### src/hw/vr_ctrl_pkg.sv
// Purpose: Shared constants and types for the regulator control core.
// Assumes: Reference voltages are carried in units of 0.1 mV.
// Notes: Codes and counts below are the hardware values.
package vr_ctrl_pkg;
    localparam int REF_W = 15;
    localparam logic [14:0] REF_HI_BASE = 15'h3c8c;
    localparam logic [14:0] REF_HI_STEP = 15'h00fa;
    localparam logic [14:0] REF_LO_BASE = 15'h1dc9;
    localparam logic [14:0] REF_LO_STEP = 15'h007d;
    localparam logic [14:0] REF_OFF = 15'h0000;
    localparam logic [14:0] FIX_V0 = 15'h36b0;
    localparam logic [14:0] FIX_V1 = 15'h2ee0;
    localparam logic [14:0] FIX_V2 = 15'h2710;
    localparam logic [14:0] FIX_V3 = 15'h1f40;
    localparam logic [14:0] META_V0 = 15'h2af8;
    localparam logic [14:0] META_V1 = 15'h2710;
    localparam logic [14:0] META_V2 = 15'h2328;
    localparam logic [14:0] META_V3 = 15'h1f40;
    localparam logic [2:0] PH_MIN = 3'h2;
    localparam logic [2:0] PH_MAX = 3'h4;
    localparam logic [2:0] PH_PSI = 3'h1;
    localparam logic [14:0] SS_STEP = 15'h0001;
    localparam logic [1:0] NB_SHIFT_DEF = 2'h2;

    typedef enum logic [2:0] {
        ST_IDLE = 3'b001,
        ST_PARALLEL = 3'b010,
        ST_SERIAL = 3'b100
    } mode_t;

    typedef struct packed {
        logic high_side;
        logic low_side;
    } gate_t;

    typedef struct packed {
        logic [14:0] voltage_offset;
        logic [7:0] freq_setting;
        logic [7:0] ovp_setting;
        logic dpm_enable;
        logic [1:0] load_level;
    } pm_cfg_t;
endpackage

### src/hw/vr_ctrl_core.sv
// Purpose: Mode detection, parallel code decode and phase control of a CPU regulator.
// Assumes: All inputs synchronous to clk_sys; enable acts as start and reset.
// Notes: Serial transaction decoding lives outside; its results arrive as ports.
`timescale 1ns/1ns
module vr_ctrl_core #(
    parameter int CORE_PHASES = 4
) (
    input wire logic clk_sys,
    input wire logic rst_n,
    input wire logic enable,
    input wire logic [5:0] voltage_id_lines,
    input wire logic power_ok_input,
    input wire logic fix_mode,
    input wire logic serial_cmd_valid,
    input wire logic serial_cmd_core,
    input wire logic serial_cmd_nb,
    input wire logic [14:0] serial_cmd_ref,
    input wire logic power_saving_flag_n,
    input wire vr_ctrl_pkg::pm_cfg_t pm_cfg,
    output vr_ctrl_pkg::mode_t mode,
    output logic parallel_id_mode,
    output logic serial_id_mode,
    output logic [14:0] core_ref,
    output logic [14:0] nb_ref,
    output logic nb_enable,
    output vr_ctrl_pkg::gate_t nb_gate,
    output logic [2:0] core_phases_active,
    output logic [1:0] nb_phase_slot,
    output logic [7:0] freq_setting,
    output logic [7:0] ovp_setting
);
    import vr_ctrl_pkg::*;

    if (CORE_PHASES < 2 || CORE_PHASES > 4) begin : g_phase_check
        $error("CORE_PHASES must be 2 to 4.");
    end

    ////////////////////////////////////////////////////////////////////
    // Enable edge and mode latch.
    logic enable_d;
    logic [14:0] target_core;
    logic [14:0] target_nb;
    logic [14:0] decoded;
    logic [14:0] meta_ref;
    logic [14:0] fix_ref;
    logic [14:0] soft_core;
    logic [14:0] soft_nb;
    logic [14:0] op_core;
    logic [14:0] op_nb;
    logic [2:0] next_phases;
    logic [2:0] cfg_phases;
    logic [1:0] serial_pair;
    logic meta_loaded;

    assign serial_pair = voltage_id_lines[3:2];

    always_ff @(posedge clk_sys) begin
        if (!rst_n) begin
            enable_d <= 1'b0;
        end else begin
            enable_d <= enable;
        end
    end

    always_ff @(posedge clk_sys) begin
        if (!rst_n || !enable) begin
            mode <= ST_IDLE;
            parallel_id_mode <= 1'b0;
            serial_id_mode <= 1'b0;
        end else if (!enable_d) begin
            mode <= voltage_id_lines[1] ? ST_PARALLEL : ST_SERIAL;
            parallel_id_mode <= voltage_id_lines[1];
            serial_id_mode <= !voltage_id_lines[1];
        end
    end

    ////////////////////////////////////////////////////////////////////
    // Reference decode.
    always_comb begin
        decoded = REF_OFF;
        if (!voltage_id_lines[5]) begin
            decoded = REF_HI_BASE - 15'(voltage_id_lines[4:0] * REF_HI_STEP);
        end else begin
            decoded = REF_LO_BASE - 15'(voltage_id_lines[4:0] * REF_LO_STEP);
        end
    end

    always_comb begin
        fix_ref = FIX_V3;
        meta_ref = META_V3;
        unique case (serial_pair)
            2'h0: begin
                fix_ref = FIX_V0;
                meta_ref = META_V0;
            end
            2'h1: begin
                fix_ref = FIX_V1;
                meta_ref = META_V1;
            end
            2'h2: begin
                fix_ref = FIX_V2;
                meta_ref = META_V2;
            end
            2'h3: begin
                fix_ref = FIX_V3;
                meta_ref = META_V3;
            end
        endcase
    end

    // The strap value is taken once per serial start, whatever power-ok shows then.
    always_ff @(posedge clk_sys) begin
        if (!rst_n || mode != ST_SERIAL) begin
            meta_loaded <= 1'b0;
        end else begin
            meta_loaded <= 1'b1;
        end
    end

    // Serial operating targets: start at the strap value, then follow the fixed straps in fix mode, else commands while power-ok is high.
    always_ff @(posedge clk_sys) begin
        if (!rst_n || mode != ST_SERIAL) begin
            op_core <= REF_OFF;
            op_nb <= REF_OFF;
        end else if (!meta_loaded) begin
            op_core <= meta_ref;
            op_nb <= meta_ref;
        end else if (fix_mode) begin
            op_core <= fix_ref;
            op_nb <= fix_ref;
        end else if (power_ok_input && serial_cmd_valid) begin
            if (serial_cmd_core) begin
                op_core <= serial_cmd_ref;
            end
            if (serial_cmd_nb) begin
                op_nb <= serial_cmd_ref;
            end
        end
    end

    always_comb begin
        target_core = REF_OFF;
        target_nb = REF_OFF;
        unique case (mode)
            ST_IDLE: begin
                target_core = REF_OFF;
            end
            ST_PARALLEL: begin
                target_core = decoded;
                target_nb = REF_OFF;
            end
            ST_SERIAL: begin
                target_core = op_core + pm_cfg.voltage_offset;
                target_nb = op_nb + pm_cfg.voltage_offset;
            end
        endcase
    end

    ////////////////////////////////////////////////////////////////////
    // Soft start ramps up toward the target one step per cycle and drops to a lower target at once.
    always_ff @(posedge clk_sys) begin
        if (!rst_n || mode == ST_IDLE) begin
            soft_core <= REF_OFF;
        end else if (soft_core < target_core) begin
            soft_core <= soft_core + SS_STEP;
        end else begin
            soft_core <= target_core;
        end
    end

    always_ff @(posedge clk_sys) begin
        if (!rst_n || mode != ST_SERIAL) begin
            soft_nb <= REF_OFF;
        end else if (soft_nb < target_nb) begin
            soft_nb <= soft_nb + SS_STEP;
        end else begin
            soft_nb <= target_nb;
        end
    end

    always_ff @(posedge clk_sys) begin
        if (!rst_n) begin
            core_ref <= REF_OFF;
            nb_ref <= REF_OFF;
            nb_enable <= 1'b0;
            nb_gate <= '0;
        end else begin
            core_ref <= soft_core;
            nb_ref <= soft_nb;
            nb_enable <= (mode == ST_SERIAL) && (soft_nb != REF_OFF);
            nb_gate <= '0;
        end
    end

    ////////////////////////////////////////////////////////////////////
    // Phase management.
    assign cfg_phases = 3'(CORE_PHASES);

    always_comb begin
        next_phases = cfg_phases;
        if (pm_cfg.dpm_enable) begin
            next_phases = PH_MIN + 3'(pm_cfg.load_level);
            if (next_phases > cfg_phases) begin
                next_phases = cfg_phases;
            end
        end
        if (mode == ST_SERIAL && !power_saving_flag_n) begin
            next_phases = PH_PSI;
        end
        if (mode == ST_IDLE) begin
            next_phases = 3'h0;
        end
    end

    always_ff @(posedge clk_sys) begin
        if (!rst_n) begin
            core_phases_active <= 3'h0;
            nb_phase_slot <= 2'h0;
            freq_setting <= 8'h00;
            ovp_setting <= 8'h00;
        end else begin
            core_phases_active <= next_phases;
            nb_phase_slot <= nb_enable ? 2'(next_phases >> 1) : 2'h0;
            freq_setting <= pm_cfg.freq_setting;
            ovp_setting <= pm_cfg.ovp_setting;
        end
    end
endmodule

### config.mk
export PLATFORM = sky130hd
export DESIGN_NAME = vr_ctrl_core
export DESIGN_NICKNAME = d
export VERILOG_FILES = /design/src/hw/vr_ctrl_pkg.sv /design/src/hw/vr_ctrl_core.sv
export SDC_FILE = /design/constraint.sdc
export NUM_CORES = 1
export LEC_CHECK = 0
export CAP_MARGIN = 15
export CELL_PAD_IN_SITES_DETAIL_PLACEMENT = 0
export CELL_PAD_IN_SITES_GLOBAL_PLACEMENT = 1
export CORE_MARGIN = 1
export CORE_UTILIZATION = 40
export DETAILED_ROUTE_END_ITERATION = 10
export DONT_BUFFER_PORTS = 1
export GPL_TIMING_DRIVEN = 0
export HOLD_SLACK_MARGIN = 0.03
export PLACE_DENSITY = 0.65
export SLEW_MARGIN = 20
export SYNTH_ARGS = -nofsm -noshare
export SYNTH_HDL_FRONTEND = slang
export SYNTH_SLANG_ARGS = --single-unit
### constraint.sdc
create_clock -name clk_sys -period 7.2 [get_ports clk_sys]
set_clock_uncertainty 0.05 [all_clocks]
set_input_delay 0.72 -clock clk_sys [delete_from_list [all_inputs] [get_ports clk_sys]]
set_output_delay 0.72 -clock clk_sys [all_outputs]
set_load 0.005 [all_outputs]
==> summary.md <==
| Metric | Value |
|---|---|
| Outcome | `complete, no violations` |
| Dpl ws | `about 0.82 ns` |
| I/O Pins | `123` |
| Reg-to-reg startpoint | `op_core[6]` |
| Detail Route Antenna Nets | `0` |
| Via/cell ratio | `around 5.3` |
| Pin count of the biggest net entering global routing | `17` |
| Cells after Synth | `around 970` |
| Startpoint types | `input port` |
| Compound-Gate Fraction of Synth Area | `19.87%` |
| FF-to-FF setup slack | `2.85 ns` |
| Placed cell count | `between 1000 and 1500` |
| Slew margin rel. | `between 30% and 40%` |
| Post-Synth Simple-Gate Area | `a little under a fifth` |
| Initial antenna violation count | `0` |
| Hold path depth | `1` |
| Inserted Clock Buffers | `17` |
| Clock Latency Late Sink | `about 0.42 ns` |
| Antenna Cells | `0` |
| # nets final | `between 1000 and 1500` |
| Port bufs | `0` |
| Crit path DAT | `between 6 and 7 ns` |
| Cell area after synthesis | `8383 um^2` |
| Post-Layout Cell Count | `1268` |
| Cell variety after synth | `between 70 and 80` |
| Hold endpoint | `freq_setting[7]` |
| Cell breakdown of the critical path | `inv_1 > fa_1 > inv_1 > fa_1 > inv_1 > fa_1 > ha_1 > a21oi_1 > nor2b_1 > a311o_1 > o31ai_1 > xnor2_1 > a22oi_1 > and2_1 > ha_1 > nand4_1 > a2111oi_0 > nor2_1 > o22ai_2 > buf_6 > nor2_1 > a211oi_2` |
| Final Hold Viols | `0` |
| Met1 Wirelength | `between 10 and 15 mm` |
| Syn_area_per_cell | `between 8 and 9 um^2` |
| Post-CTS Setup Inserts | `0` |
| DR vias | `6769` |
| FF-to-FF End | `soft_core[7]` |
| Hold Crit Class | `in -> reg` |
| Met3 Routed Length | `~1.2 mm` |
| Number of enable flip-flop cells after synthesis | `0` |
| P per Cell Area | `roughly 320 nW/um^2` |
| Crit. End Element | `register` |
| Yosys Warn Count | `0` |
| Share of cells above drive strength 1 | `6.112%` |
| Iter 0 DRT Violations | `a little under 300` |
| Maximum clock path buffer count | `2` |
| Filler cell count | `just over 2000` |
| Post-Synth Adder-Cell Area | `21.28%` |
| Total wire length | `around 22 mm` |
| Die height | `146.8 um` |
| Max VDD drop | `195.1 uV` |
| RSZ-0062 raised after global routing | `no` |
| Core Rows | `52` |
| Min Tclk post-route | `just under 6 ns` |
| Seq cells post-synth | `roughly 120` |
| Die Width | `between 100 and 150 um` |
| Mux contribution to synthesized area | `less than 1%` |
| CP Max Fanout | `10` |
| Setup Viol. Count Final | `0` |
| Worst-Margin Slew | `approximately 0.91 ns` |
| Die Area | `21540 um^2` |
| Uppermost layer routed | `met4` |
| Vias in the first global route | `around 6600` |
| Residual DRC | `0` |
| Sequential area share after synthesis | `approximately 28%` |
| DP Wirelength | `about 18 mm` |
| Hold Buf Count CTS | `0` |
| Commonest register cell after synthesis | `dfxtp_1` |
| Gr usage total | `a little over a fifth` |
| XOR/XNOR Fraction of Synth Area | `7.522%` |
| Final Wtd Congestion | `roughly 0.85` |
| Clock sink count | `between 100 and 150` |
| Max Freq | `0.1695 GHz` |
| Setup TNS | `0 ns` |
| Final slew viol count | `0` |
| First-pass GRT wire length | `35.43 mm` |
| Clock root buffer | `clkbuf_16` |
| Routed len/inst | `around 18 um` |
| Setup CP Type | `in -> reg` |
| Post-synth ARST share | `0%` |
| Largest family of logic cells by synthesized area | `adder cells` |
| Gr ovfl total | `0` |
| Slowest CP cell | `fa_1` |
| Hold path startpoint | `pm_cfg[18]` |
| Core area | `20360 um^2` |
| Setup crit start | `voltage_id_lines[1]` |
| CP max stage delay | `0.61 ns` |
| CTS H-tree depth | `4` |
| Crit path required time | `7.48 ns` |
| P_leak | `3.896 nW` |
| Setup ws final | `between 1 and 1.5 ns` |
| Post_cts resized | `0` |
| Area Overhead vs Synth | `11.13%` |
| Initial core utilization | `between 40 and 50%` |
| Met2 wire len | `a little under 10 mm` |
| CTS tree | `yes` |
| Fin crit share | `81.95%` |
| Drt first pass iters | `4` |
| Worst R2R Path Depth | `15` |
| Multi-input gate area | `5729 um^2` |
| FF/Latch Area | `2342 um^2` |
| Max-cap violation count | `0` |
| Clock transition at path regs | `0.06 ns` |
placed cells by master (no fill, tap or decap), types with 12 or more instances in the layout:
master	netlist	layout
dfxtp_1	117	117
ha_1	109	109
nand2_1	94	94
a21oi_1	75	75
nor2_1	73	73
and2_1	51	51
inv_1	43	43
xnor2_1	40	40
o21ai_0	39	39
xor2_1	32	32
nand3_1	21	21
fa_1	21	21
clkbuf_1	17	19
a211oi_1	18	18
clkbuf_16	0	17
a21o_1	16	16
o21a_1	14	14
nor3_1	13	13
and3_1	12	12
cells by family after synthesis:
kind of cell,after synthesis
AOI/OAI and AO/OA,249
other,1
xor gates and xnor gates,72
and+or+nand+nor,316
DFF,117
muxes,6
adders and majority gates,130
buffers and inverters,74
worst max path at each step:
stage / end / slack (ns) / cells after the start
after floorplan: soft_core[12] / 1.56 / 22
after global placement: soft_core[7] / 0.81 / 22
after detailed placement: soft_core[12] / 0.82 / 22
after CTS: soft_core[1] / 1.24 / 22
after global routing: soft_core[12] / 0.83 / 22
final: soft_core[7] / 1.30 / 22
where the power goes:
group | switching [mW] | leakage (nW) | internal [mW]
clock | 0.315 | 0.283 | 0.542
sequential | 0.0707 | 0.949 | 0.711
combinational | 0.785 | 2.66 | 0.567
total | 1.17 | 3.90 | 1.82
cell type report:
class | instances | area share (%)
clock buffers | 19 | 4.647
clock inverters | 13 | 1.706
plain buffers | 30 | 1.612
multi-input cells | 775 | 61.50
well taps | 270 | 3.626
inverters | 44 | 1.773
flip-flops and latches | 117 | 25.14
synthesized netlist by cell type, types with 3 or more instances:
cell / number / area (um^2)
a21oi_1: 75 / 375.4
o21ai_0: 39 / 195.2
a21o_1: 16 / 120.1
a31oi_1: 11 / 68.82
or4_1: 4 / 30.03
o21ai_1: 11 / 55.05
nand3_1: 21 / 105.1
o22a_1: 4 / 35.03
nor3b_1: 5 / 37.54
fa_1: 21 / 420.4
buf_4: 5 / 37.54
buf_2: 3 / 15.01
nor2b_1: 8 / 50.05
dfxtp_1: 117 / 2342
a211oi_2: 10 / 125.1
o21a_1: 14 / 105.1
nor2_1: 73 / 274.0
o31ai_1: 3 / 22.52
o211ai_1: 6 / 45.04
xor2_1: 32 / 280.3
clkbuf_1: 17 / 63.81
o21bai_1: 3 / 22.52
nand4_1: 8 / 50.05
a221oi_1: 4 / 35.03
buf_1: 3 / 11.26
xnor2_1: 40 / 350.3
and3_1: 12 / 75.07
nor4_1: 4 / 25.02
inv_1: 43 / 161.4
and2_1: 51 / 319.1
ha_1: 109 / 1364
nand2_1: 94 / 352.8
nor3_1: 13 / 65.06
a211oi_1: 18 / 135.1
or3_1: 3 / 18.77
a22oi_1: 6 / 45.04
nand2b_1: 8 / 50.05
mux2i_1: 6 / 60.06
state kept, by name, indices dropped and copies added (netlist names):
signal / flops
op_core: 15
meta_loaded: 1
enable_d: 1
soft_nb: 15
soft_core: 15
ovp_setting: 8
core_phases_active: 3
nb_enable: 1
core_ref: 15
nb_phase_slot: 2
op_nb: 15
freq_setting: 8
mode: 3
nb_ref: 15
critical path, delay by kind of cell:
family	cells	cell delay [ns]
compound gates	7	1.98
xor+xnor	1	0.18
fa+ha+maj	5	2.20
buf+inv	4	0.54
simple gates	5	0.54
through the flow:
step | power [mW] | utilization [%] | hold slack (ns) | cell area, um^2
6_report | 2.991 | 45.75 | 0.3825 | 9316
5_1_grt | 3.221 | 45.75 | 0.3647 | 9316
4_1_cts | 3.026 | 45.75 | 0.3671 | 9316
3_5_place_dp | 2.152 | 42.84 | 0.4107 | 8725
3_3_place_gp | 2.151 | 42.84 | 0.4054 | 8725
2_1_floorplan | 1.857 | - | 0.3856 | 8387
layer usage:
metal | track usage, % | vias to the layer above
li1 | - | 3454
met1 | 28.95 | 3114
met2 | 33.41 | 181
met3 | 4.658 | 20
met4 | 5.208 | 0
met5 | 0 | -
Note: power is estimated with default switching activity, not from simulation.
